## src/fuse_prog_pkg.sv

```systemverilog
// constants and types for the fuse memory programming sequencer
// How it works
// - open links singly; apply drive to one output after select high.
// - raise select to boost level to pass fuse current.
// - after first pulse drop drive, enable chip, sense output.
// - unopened link gets further pulses of about five milliseconds.
// - stop programming the device when one link exceeds 400 ms.
// - repeat select, pulse, sense for every bit that must be high.
// - over five seconds total, remove all power five seconds, resume.
// - afterwards read every word in address order and compare; VREAD ends the job at the first word that mismatches.
// - first pulse lasts 50 to 100 microseconds.
// - later pulses last 5 to 15 milliseconds.
// - each sequencing delay exceeds 100 ns, ideally at most 1 us.
// - delays run from end of one edge to start of next.
// - in verify interval switch output to load and read it; the VSTEP/VREAD reads here leave every loadOn bit low.
package fuse_prog_pkg;
  localparam int ADDR_W = 5;
  localparam int DATA_W = 8;
  localparam int WORDS  = 32;
  localparam int CLK_HZ = 10_000_000;
  localparam int CLK_NS = 100;
  // times in their own units
  localparam int EDGE_DLY_NS   = 500;   // between 100 ns and 1 us
  localparam int FIRST_PULS_US = 50;
  localparam int NEXT_PULS_MS  = 5;
  localparam int LINK_LIM_MS   = 400;
  localparam int DEV_LIM_MS    = 5000;
  localparam int COOL_MS       = 5000;
  localparam int SENSE_NS      = 1000;
  // cycle counts (least times round up)
  localparam int EDGE_CYC  = (EDGE_DLY_NS + CLK_NS - 1) / CLK_NS;
  localparam int FIRST_CYC = FIRST_PULS_US * (CLK_HZ / 1_000_000);
  localparam int NEXT_CYC  = NEXT_PULS_MS * (CLK_HZ / 1000);
  localparam int LINK_CYC  = LINK_LIM_MS * (CLK_HZ / 1000);
  localparam int DEV_CYC   = DEV_LIM_MS * (CLK_HZ / 1000);
  localparam int COOL_CYC  = COOL_MS * (CLK_HZ / 1000);
  localparam int SENSE_CYC = (SENSE_NS + CLK_NS - 1) / CLK_NS;
  // pin drive bundle toward the device
  typedef struct packed {
    logic [ADDR_W-1:0] addr;
    logic              selectHigh;    // select pin logic high (chip off)
    logic              selectBoost;   // select_boost_level applied
    logic [DATA_W-1:0] fuseDrive;     // fuse_drive_level per output
    logic [DATA_W-1:0] loadOn;        // output switched to sense load
    logic              powerOn;       // device supply present
  } pins_t;
  typedef struct packed {
    logic              fail;
    logic              verifyErr;
    logic [ADDR_W-1:0] addr;
    logic [2:0]        bitIdx;
  } fail_t;
endpackage

```

## src/fuse_prom_program_sequencer.sv

```systemverilog
// host sequencer that fuses and verifies a 32x8 fusible-link memory
`timescale 1ns/1ps
module fuse_prom_program_sequencer #(
  parameter int FIRST_CYC = fuse_prog_pkg::FIRST_CYC,
  parameter int NEXT_CYC  = fuse_prog_pkg::NEXT_CYC,
  parameter int LINK_CYC  = fuse_prog_pkg::LINK_CYC,
  parameter int DEV_CYC   = fuse_prog_pkg::DEV_CYC,
  parameter int COOL_CYC  = fuse_prog_pkg::COOL_CYC
) (
  // clock and reset
  input  wire logic                              clk,
  input  wire logic                              rst,
  // job: pattern written before start
  input  wire logic                              start,
  input  wire logic                              patWe,
  input  wire logic [fuse_prog_pkg::ADDR_W-1:0]  patAddr,
  input  wire logic [fuse_prog_pkg::DATA_W-1:0]  patData,
  // device pins
  output fuse_prog_pkg::pins_t                   pins,
  input  wire logic [fuse_prog_pkg::DATA_W-1:0]  devOut,
  // status
  output logic                                   busy,
  output logic                                   done,
  output fuse_prog_pkg::fail_t                   failInfo
);
  // refuse timings the sequence cannot produce: a pulse is the boost edge cycle
  // plus at least one counted cycle, so one-cycle pulses would come out long
  if (FIRST_CYC < 2 || NEXT_CYC < 2 || LINK_CYC < FIRST_CYC || DEV_CYC < 1
      || COOL_CYC < 1) begin : g_badTiming
    $error("fuse sequencer: bad timing parameters");
  end

  typedef enum logic [3:0] {
    IDLE, NEXTBIT, SELHI, DRIVE, BOOST, PULSE, UNBOOST, UNDRIVE, SENSE,
    COOL, VSTEP, VREAD, DONE_S
  } state_t;

  // sequence state, word under work and its stored pattern
  state_t                          state_r;
  logic [fuse_prog_pkg::DATA_W-1:0] pattern [fuse_prog_pkg::WORDS];
  logic [fuse_prog_pkg::ADDR_W-1:0] addr_r;
  logic [2:0]                      bit_r;
  logic                            firstPulse_r;
  // one shared down-counter times every edge gap, pulse and pause
  logic [31:0]                     tmr_r;
  logic [31:0]                     linkTime_r;
  logic [31:0]                     devTime_r;
  // two-flop synchroniser on the device outputs
  logic [fuse_prog_pkg::DATA_W-1:0] s1_r;
  logic [fuse_prog_pkg::DATA_W-1:0] s2_r;
  logic                            tmrDone;
  logic                            wantHigh;
  logic [31:0]                     pulseLen;

  // pin levels pass two flops before use
  always_ff @(posedge clk or posedge rst) begin
    if (rst) begin
      s1_r <= 8'h00;
      s2_r <= 8'h00;
    end else begin
      s1_r <= devOut;
      s2_r <= s1_r;
    end
  end

  // pattern store, written only while idle
  always_ff @(posedge clk) begin
    if (patWe && state_r == IDLE)
      pattern[patAddr] <= patData;
  end

  // the shared timer idles at zero; each timed state but PULSE reloads it on entry, PULSE runs on the BOOST load
  assign tmrDone  = (tmr_r == 32'h0000_0000);
  assign wantHigh = pattern[addr_r][bit_r] && !s2_r[bit_r];
  // pulse length
  // first attempt is short; every retry on the same link uses the long pulse
  assign pulseLen = firstPulse_r ? 32'(FIRST_CYC) : 32'(NEXT_CYC);

  // main sequence
  always_ff @(posedge clk or posedge rst) begin
    if (rst) begin
      state_r      <= IDLE;
      addr_r       <= 5'h00;
      bit_r        <= 3'h0;
      firstPulse_r <= 1'b1;
      tmr_r        <= 32'h0000_0000;
      linkTime_r   <= 32'h0000_0000;
      devTime_r    <= 32'h0000_0000;
      failInfo     <= '0;
      done         <= 1'b0;
    end else begin
      // free-running count-down, held at zero
      if (!tmrDone)
        tmr_r <= tmr_r - 32'h0000_0001;
      // link and device heat budgets
      // both count every cycle the boost is applied, edge cycle included
      if (state_r inside {BOOST, PULSE})
        devTime_r <= devTime_r + 32'h0000_0001;
      if (state_r inside {BOOST, PULSE})
        linkTime_r <= linkTime_r + 32'h0000_0001;
      case (state_r)
        IDLE: begin
          if (start) begin
            addr_r    <= 5'h00;
            bit_r     <= 3'h0;
            devTime_r <= 32'h0000_0000;
            failInfo  <= '0;
            done      <= 1'b0;
            tmr_r     <= 32'(fuse_prog_pkg::SENSE_CYC);
            state_r   <= SENSE;
            firstPulse_r <= 1'b1;
            linkTime_r <= 32'h0000_0000;
          end
        end
        SENSE: begin
          if (tmrDone) begin
            if (wantHigh) begin
              // a link overrun is reported before any cooling pause
              // per link limit
              if (linkTime_r >= 32'(LINK_CYC)) begin
                failInfo <= '{fail: 1'b1, verifyErr: 1'b0, addr: addr_r, bitIdx: bit_r};
                state_r  <= DONE_S;
              end else if (devTime_r >= 32'(DEV_CYC)) begin
                tmr_r     <= 32'(COOL_CYC);
                devTime_r <= 32'h0000_0000;
                state_r   <= COOL;
              end else begin
                tmr_r   <= 32'(fuse_prog_pkg::EDGE_CYC);
                state_r <= SELHI;
              end
            end else
              state_r <= NEXTBIT;
          end
        end
        COOL: begin
          if (tmrDone) begin
            tmr_r   <= 32'(fuse_prog_pkg::SENSE_CYC);
            state_r <= SENSE;
          end
        end
        // select high then drive one output
        SELHI: if (tmrDone) begin
          tmr_r   <= 32'(fuse_prog_pkg::EDGE_CYC);
          state_r <= DRIVE;
        end
        DRIVE: if (tmrDone) begin
          tmr_r   <= pulseLen;
          state_r <= BOOST;
        end
        BOOST: state_r <= PULSE;
        PULSE: if (tmr_r <= 32'h0000_0001) begin
          tmr_r        <= 32'(fuse_prog_pkg::EDGE_CYC);
          firstPulse_r <= 1'b0;
          state_r      <= UNBOOST;
        end
        UNBOOST: if (tmrDone) begin
          tmr_r   <= 32'(fuse_prog_pkg::EDGE_CYC);
          state_r <= UNDRIVE;
        end
        UNDRIVE: if (tmrDone) begin
          tmr_r   <= 32'(fuse_prog_pkg::SENSE_CYC);
          state_r <= SENSE;
        end
        NEXTBIT: begin
          // advance only with no voltage applied
          firstPulse_r <= 1'b1;
          linkTime_r   <= 32'h0000_0000;
          tmr_r        <= 32'(fuse_prog_pkg::SENSE_CYC);
          if (bit_r != 3'h7) begin
            bit_r   <= bit_r + 3'h1;
            state_r <= SENSE;
          end else begin
            bit_r <= 3'h0;
            if (addr_r != 5'h1F) begin
              addr_r  <= addr_r + 5'h01;
              state_r <= SENSE;
            end else begin
              addr_r  <= 5'h00;
              state_r <= VSTEP;
            end
          end
        end
        VSTEP: if (tmrDone) state_r <= VREAD;
        VREAD: begin
          // verify stops at the first bad word; bitIdx carries no meaning here
          // report mismatch
          if (s2_r != pattern[addr_r]) begin
            failInfo <= '{fail: 1'b1, verifyErr: 1'b1, addr: addr_r, bitIdx: 3'h0};
            state_r  <= DONE_S;
          end else if (addr_r == 5'h1F)
            state_r <= DONE_S;
          else begin
            addr_r  <= addr_r + 5'h01;
            tmr_r   <= 32'(fuse_prog_pkg::SENSE_CYC);
            state_r <= VSTEP;
          end
        end
        DONE_S: begin
          done    <= 1'b1;
          state_r <= IDLE;
        end
        default: state_r <= IDLE;
      endcase
    end
  end

  // pin drive decode; data outputs of the sequence come from state flops
  // outputs not under fuse drive stay on their limiting resistors
  always_comb begin
    pins          = '0;
    pins.addr     = addr_r;
    pins.powerOn  = (state_r != COOL);
    pins.selectHigh = (state_r inside {SELHI, DRIVE, BOOST, PULSE, UNBOOST, UNDRIVE});
    pins.selectBoost = (state_r inside {BOOST, PULSE});
    if (state_r inside {DRIVE, BOOST, PULSE, UNBOOST})
      pins.fuseDrive[bit_r] = 1'b1;
    if (state_r == SENSE)
      pins.loadOn[bit_r] = 1'b1;
  end

  // plain decode, so start and pattern writes are refused from the edge after the start edge
  assign busy = (state_r != IDLE);
endmodule

```

## config.mk

```make
export PLATFORM = sky130hd
export DESIGN_NAME = fuse_prom_program_sequencer
export DESIGN_NICKNAME = d
export VERILOG_FILES = /design/src/fuse_prog_pkg.sv /design/src/fuse_prom_program_sequencer.sv
export SDC_FILE = /design/constraint.sdc
export NUM_CORES = 1
export LEC_CHECK = 0
export ABC_AREA = 1
export BUFFER_PORTS_ARGS = -buffer_cell sky130_fd_sc_hd__clkbuf_2
export CAP_MARGIN = 20
export CORE_MARGIN = 2
export CORE_UTILIZATION = 50
export CTS_BUF_LIST = sky130_fd_sc_hd__clkbuf_2
export DETAILED_ROUTE_END_ITERATION = 7
export PLACE_DENSITY = 0.75
export SLEW_MARGIN = 20
export SYNTH_ARGS = -nofsm -noshare
export SYNTH_HDL_FRONTEND = slang
export SYNTH_SLANG_ARGS = --single-unit
export TNS_END_PERCENT = 1
```

## constraint.sdc

```tcl
create_clock -name clk -period 6.8 [get_ports clk]
set_clock_uncertainty 0.2 [all_clocks]
set_input_delay 0.68 -clock clk [delete_from_list [all_inputs] [get_ports clk]]
set_output_delay 0.68 -clock clk [all_outputs]
set_load 0.01 [all_outputs]
```

# [Yosys cells after proc, flatten, opt, wreduce, memory -nomap -nowiden]
# Memory sizes are Yosys's and may differ from the RTL's.
# Cells that the tools add are included.
[word_totals] input_bits=25 romBits=0 ramBits=256 output_inout_bits=36 latchBits=0 memories=1 regBits=136
[memory_table] name="pattern" depth=32 width=8 read_ports=1 rd_ports_with_merged_regs=0 wr=1 line_no="fuse_prom_program_sequencer.sv:40" source="logic [fuse_prog_pkg::DATA_W-1:0] pattern [fuse_prog_pkg::WORDS];"
[classes] n_lt_le_gt_ge=5 mul=0 add_sub_neg=5 div=0 eq_ne=31 reduce_logical=23 n_bitwise=0 muxes=70 shift=0
[ops] operator="two-way mux 32 bit" n=19
[ops] operator="case mux 32 bit (8 select lines)" n=1
[ops] operator="case mux 32 bit (2 select lines)" n=2
[ops] operator="adder 32 x 1 -> 32 bit (second input constant)" n=2
[ops] operator="two-way mux 10 bit" n=5
[ops] operator="two-way mux 4 bit" n=11
[ops] operator="case mux 4 bit (11 select lines)" n=1
[ops] operator=">= comparator 32 x 22 -> 1 bit (second input constant)" n=1
[ops] operator=">= comparator 32 x 26 -> 1 bit (second input constant)" n=1
[ops] operator="<= comparator 32 x 1 -> 1 bit (second input constant)" n=1
[ops] operator="zero test 32 bit" n=1
[ops] operator="subtractor 32 x 1 -> 32 bit (second input constant)" n=1
[ops] operator="case mux 10 bit (3 select lines)" n=1
[ops] operator="two-way mux 26 bit" n=1
[ops] operator="inequality test 2 bit (second input constant)" n=13
[ops] operator="two-way mux 5 bit" n=5
[ops] operator="== test 4 bit (second input constant)" n=5
[ops] operator="== test 4 x 3 -> 1 bit (second input constant)" n=4
[ops] operator="two-way mux 16 bit" n=1
[ops] operator="two-way mux 8 bit" n=2
[ops] operator="case mux 5 bit (3 select lines)" n=1
[ops] operator="two-way mux 3 bit" n=4
[ops] operator="nonzero test 3 bit" n=3
[ops] operator="== test 4 x 2 -> 1 bit (second input constant)" n=2
[ops] operator="other kinds (30)" n=46

# [Logic depth before layout (Yosys ltp)]
[logic_depth] ltp_word=8 ltp_mapped=22 mapped_depth_nobuf=18

# [Worst setup path before layout]
# Ideal clock, no wire load.
[synth_path] path_kind="reg-to-output" start="register state_r[1]" end="output port pins[1] (netlist name)" setup_slack_ns=4.206 n_path_buf=3 stages_incl_launch_ff=9 required_time_ns=5.920 t_arrival_ns=1.714 path_cell_list="dfrtp_1 -> clkbuf_1 -> nor2_1 -> inv_1 -> nor2_2 -> inv_1 -> clkbuf_1 -> buf_1 -> nor2_1"
[synth_lines] element="start, declared" line_no="fuse_prom_program_sequencer.sv:39" source="state_t state_r;"
[synth_lines] element="start signal, assigned" line_no="fuse_prom_program_sequencer.sv:82" source="state_r <= IDLE;"
[synth_lines] element="start signal, assigned" line_no="fuse_prom_program_sequencer.sv:110" source="state_r <= SENSE;"
[synth_lines] element="start signal, assigned" line_no="fuse_prom_program_sequencer.sv:122" source="state_r <= DONE_S;"
[synth_lines] element="end, declared" line_no="fuse_prom_program_sequencer.sv:19" source="output fuse_prog_pkg::pins_t pins,"

# [Worst setup path after layout]
[layout_path] start="register addr_r[0] (netlist name)" end="register tmr_r[10]"
[layout_via] elab_chain_cells=7 word_cells_on_any_way=11 classes_between="2 x eq/ne; 7 x mux; 1 x reduce/logical; 1 x memory"
[layout_rtl] element="start, declared" line_no="fuse_prom_program_sequencer.sv:41" source="logic [fuse_prog_pkg::ADDR_W-1:0] addr_r;"
[layout_rtl] element="start signal, assigned" line_no="fuse_prom_program_sequencer.sv:175" source="addr_r <= addr_r + 5'h01;"
[layout_rtl] element="start signal, assigned" line_no="fuse_prom_program_sequencer.sv:193" source="addr_r <= addr_r + 5'h01;"
[layout_rtl] element="memory read (32 x 8 bit)"
[layout_rtl] element="binary-select mux 1 bit (select 3 bit)" line_no="fuse_prom_program_sequencer.sv:74" source="assign wantHigh = pattern[addr_r][bit_r] && !s2_r[bit_r];"
[layout_rtl] element="two-way mux 1 bit (implied by the code)" line_no="fuse_prom_program_sequencer.sv:74"
[layout_rtl] element="logical AND 1 bit" line_no="fuse_prom_program_sequencer.sv:74"
[layout_rtl] element="two-way mux 32 bit" line_no="fuse_prom_program_sequencer.sv:117" source="if (wantHigh) begin"
[layout_rtl] element="two-way mux 32 bit" line_no="fuse_prom_program_sequencer.sv:116" source="if (tmrDone) begin"
[layout_rtl] element="case mux 32 bit (8 select lines) (*)" line_no="fuse_prom_program_sequencer.sv:101" source="case (state_r)"
[layout_rtl] element="end signal, assigned" line_no="fuse_prom_program_sequencer.sv:109" source="tmr_r <= 32'(fuse_prog_pkg::SENSE_CYC);"
[layout_rtl] element="end signal, assigned" line_no="fuse_prom_program_sequencer.sv:124" source="tmr_r <= 32'(COOL_CYC);"
[layout_rtl] element="end signal, assigned" line_no="fuse_prom_program_sequencer.sv:128" source="tmr_r <= 32'(fuse_prog_pkg::EDGE_CYC);"
[layout_rtl] element="end, declared" line_no="fuse_prom_program_sequencer.sv:45" source="logic [31:0] tmr_r;"
# Mark *: on every way between the ends. The rest lies on a longest branch, timed or not. The select of a mux whose other input is x is not followed.
# A chain may end at the register's enable or synchronous reset.

==> out/results.ini <==
[cts]
clock_sink_count = 392
number_of_cells_upsized_or_downsized_after_cts = 0
clk_transition_reported_paths_ns = 0.10
clk_path_buf_depth = 3
cts_tree = yes
clk_root_buffer_cell = clkbuf_2
clock_tree.htree_level_count = 3
cts_inserted_buffers = 95
insertion_delay_ns = 1.02

[placed_design]
placement.io_buffers = 60
detailed_place.area_um2 = 19200
detailed_place_hpwl_mm = 29.8
dp_slack_ns = 2.30
gpl.final_weighted_congestion = 0.938

[logic_synthesis]
netlist-cell-type-count = 54
yosysSeqAreaShare = 0.595
synth_area_leader_cell = edfxtp_1
synth_ff_type = edfxtp_1
synth_top_cells_by_area = edfxtp_1 (41%), dfrtp_1 (18%), nand2_1 (11%)
synth_commonest_cells = nand2_1 (556), nor2_1 (272), edfxtp_1 (256)
syn_area_per_cell_um2 = 9.24
synth-edff-count = 256
yosys.cell_count.top_type = nand2_1
yosys.area.top_type_share = 0.413
yosys_register_bits = 392
synthesis.instances = 2016
synth_warnings = 0
synth_nets = 2054
share_of_synthesized_flip_flops_with_an_asynchronous_set_or_reset = 0.347
syn-cell-area_um2 = 18600

[grt]
antenna_found_initial = 1
grt_pass1_wl_mm = 73.8
grt_pass1_vias = 14400
globalRouteOverflowTotal = 0
gr-usage-all-layers = 0.243
grt_start_max_net_pins = 90

[setup_path]
crit_type = register to register
critPathMaxFanout = 66
startpoint_type = register
worst_ep_arrival_time_ns = 5.25
highest_cell_delay_on_the_worst_timing_path_ns = 0.93
critical_path_required_ns = 7.45
critPathBufInv = 2
path_common_cell = nand2_1
cp_cell_sequence = clkinv_2, buf_12, nand2_1, nand3_1, nand3_1, nand2_1, nor2_1, nand2_1, nand2_1, nand2_1, nand2_1, nand2_1, nor2_2, nand3_2, nand2_4, nand3_4, a21oi_2, nor2_1
timing.critical_path.slowest_stage_cell = clkinv_2
critPathCaptureType = register
cp_top_family = simple AND/OR/NAND/NOR gates

[die]
die_h_um = 197
starting_density = 0.509
die-width_um = 197
rows = 70
die_area_um2 = 38800
fp.coreArea_um2 = 36600
io-pin-count = 61

[routing]
post_drt_wl_per_cell_um = 17.3
via_per_inst = 5.47
finalWirelength_mm = 46.2
detail_route.iter0.violations = 1270
vias = 14600
final_antenna_net_count = 0
detail_route.drc_violations = 0
first_pass_drt_iterations = 7

[cells_and_area]
final_area_um2 = 20200
utilization = 0.551
post_route_cells_drive_above_1_share = 0.117
nNetsFinal = 2161
flow.area_growth_from_synthesis_pct = 8.30

[timing]
finalSetupTns_ns = 0
hold_violations = 0
finalSetupViolations = 0
relSlewSlack = 0.321
slew_violations = 0
setup_repair_after_global_routing_missed_its_margin = no
setup_ws_ns = 2.20
min_period_over_period = 0.677
achievable-frequency_ghz = 0.217
timing_worst_slew_pin_value_ns = 1.02
layout_min_cycle_time_ns = 4.60

[pwr]
power_frac_clock = 0.369
p_leak_nw = 8.50
netSwitchingFraction = 0.241
net-switching-power_w = 0.000998
cell_internal_pwr_w = 0.00314
combPwrFrac = 0.016
share_seq_of_total_power = 0.616
power_w = 0.00414
power-per-cell-area_nw_per_um2 = 205
worst_ir_drop_vdd_v = 0.000154

[worst_hold_path]
worstHoldPathType = primary input to async pin

[flow_run]
reported_max_cap_violation_count = 0

[run_status]
result_of_the_run = finished, final reports clean

-- cell type report --
class / instances / area (µm²)
Fill cell: 3292 / 16400
Sequential cell: 392 / 11100
Multi-Input combinational cell: 1396 / 6560
Clock buffer: 151 / 756
Inverter: 160 / 607
Tap cell: 468 / 586
Timing Repair Buffer: 78 / 473
Clock inverter: 22 / 98.8
Antenna cell: 1 / 2.50
-- placed cells by master, fill, tap and decap left out, types with 3 or more instances in the layout --
| cell | instances |
|---|---|
| o21ai_0 | 53 |
| nor4_1 | 11 |
| clkbuf_2 | 211 |
| dlygate4sd3_1 | 10 |
| clkinv_2 | 3 |
| o21ai_1 | 3 |
| buf_4 | 7 |
| inv_1 | 147 |
| inv_2 | 7 |
| nand3b_1 | 3 |
| nor3_1 | 40 |
| o22ai_1 | 3 |
| ha_1 | 13 |
| or2_2 | 3 |
| a2111oi_0 | 3 |
| edfxtp_1 | 256 |
| dfrtp_1 | 133 |
| xnor2_1 | 20 |
| nand4_1 | 28 |
| nor2_1 | 272 |
| nand3_1 | 235 |
| a21oi_1 | 59 |
| xor2_1 | 51 |
| nor2_2 | 6 |
| o211ai_1 | 6 |
| clkinv_1 | 21 |
| nand2_1 | 556 |
-- worst paths after layout --
path / startpoint / endpoint / slack (ns) / cells after the start
max: addr_r[0] / tmr_r[10] / 2.20 / 18
min: rst / s2_r[4] / 0.12 / 3
max reg2reg: addr_r[0] / tmr_r[10] / 2.20 / 18
min reg2reg: s1_r[3] / s2_r[3] / 0.15 / 0
max in group asynchronous: rst / failInfo[1] / 4.98 / 4
min in group clk: devOut[7] / s1_r[7] / 0.12 / 2
-- logic make-up after synthesis --
family | after synthesis | share of synthesized area
xor gates and xnor gates | 71 | 0.0334
DFF | 392 | 0.595
buffers and inverters | 228 | 0.0527
and+or+nand+nor | 1167 | 0.266
AOI/OAI and AO/OA | 145 | 0.0441
adders and majority gates | 13 | 0.00873
-- worst register-to-register path: cells and delay by family, from the launching register on --
kind	cells	cell delay (ns)
DFF	1	0.76
and+or+nand+nor	15	1.54
AOI/OAI and AO/OA	1	0.44
buffers and inverters	2	1.50
-- timing repair --
| action | CTS | global route |
|---|---|---|
| hold endpoints to repair | 80 | 0 |
| buffers inserted | 0 | 0 |
| endpoints found under the setup margin | 0 | 0 |
| hold buffers | 10 | 0 |
-- metrics by stage --
stage,instances,hold slack [ns]
after global routing,2668,0.0664
after floorplan,2016,0.131
after CTS,2667,0.0232
after detailed placement,2484,0.136
final,2668,0.120
after global placement,2484,0.134
-- power by group through the flow --
stage	combinational, W	sequential [W]	clock (W)
finish	0.0000649	0.00255	0.00153
floorplan	0.0000197	0.00260	0
detailed placement	0.0000616	0.00260	0
CTS	0.0000663	0.00255	0.00157
global placement	0.0000599	0.00260	0
global route	0.0000731	0.00255	0.00169
-- state kept, by name, indices dropped and copies added, names as in the netlist --
| name | cells |
|---|---|
| firstPulse_r | 1 |
| pattern | 256 |
| done | 1 |
| addr_r | 5 |
| devTime_r | 32 |
| bit_r | 3 |
| tmr_r | 32 |
| failInfo | 10 |
| s2_r | 8 |
| s1_r | 8 |
| linkTime_r | 32 |
| state_r | 4 |
-- metal layers --
metal	wire length (µm)	part of all wire	up-vias	GRT usage
met3	3410	0.074	104	0.0555
met4	1380	0.030	0	0.104
met1	19700	0.43	6871	0.319
met2	21700	0.47	602	0.391
li1	-	-	7004	-
met5	0	0	-	0
Note: power is estimated with default switching activity, not from simulation.
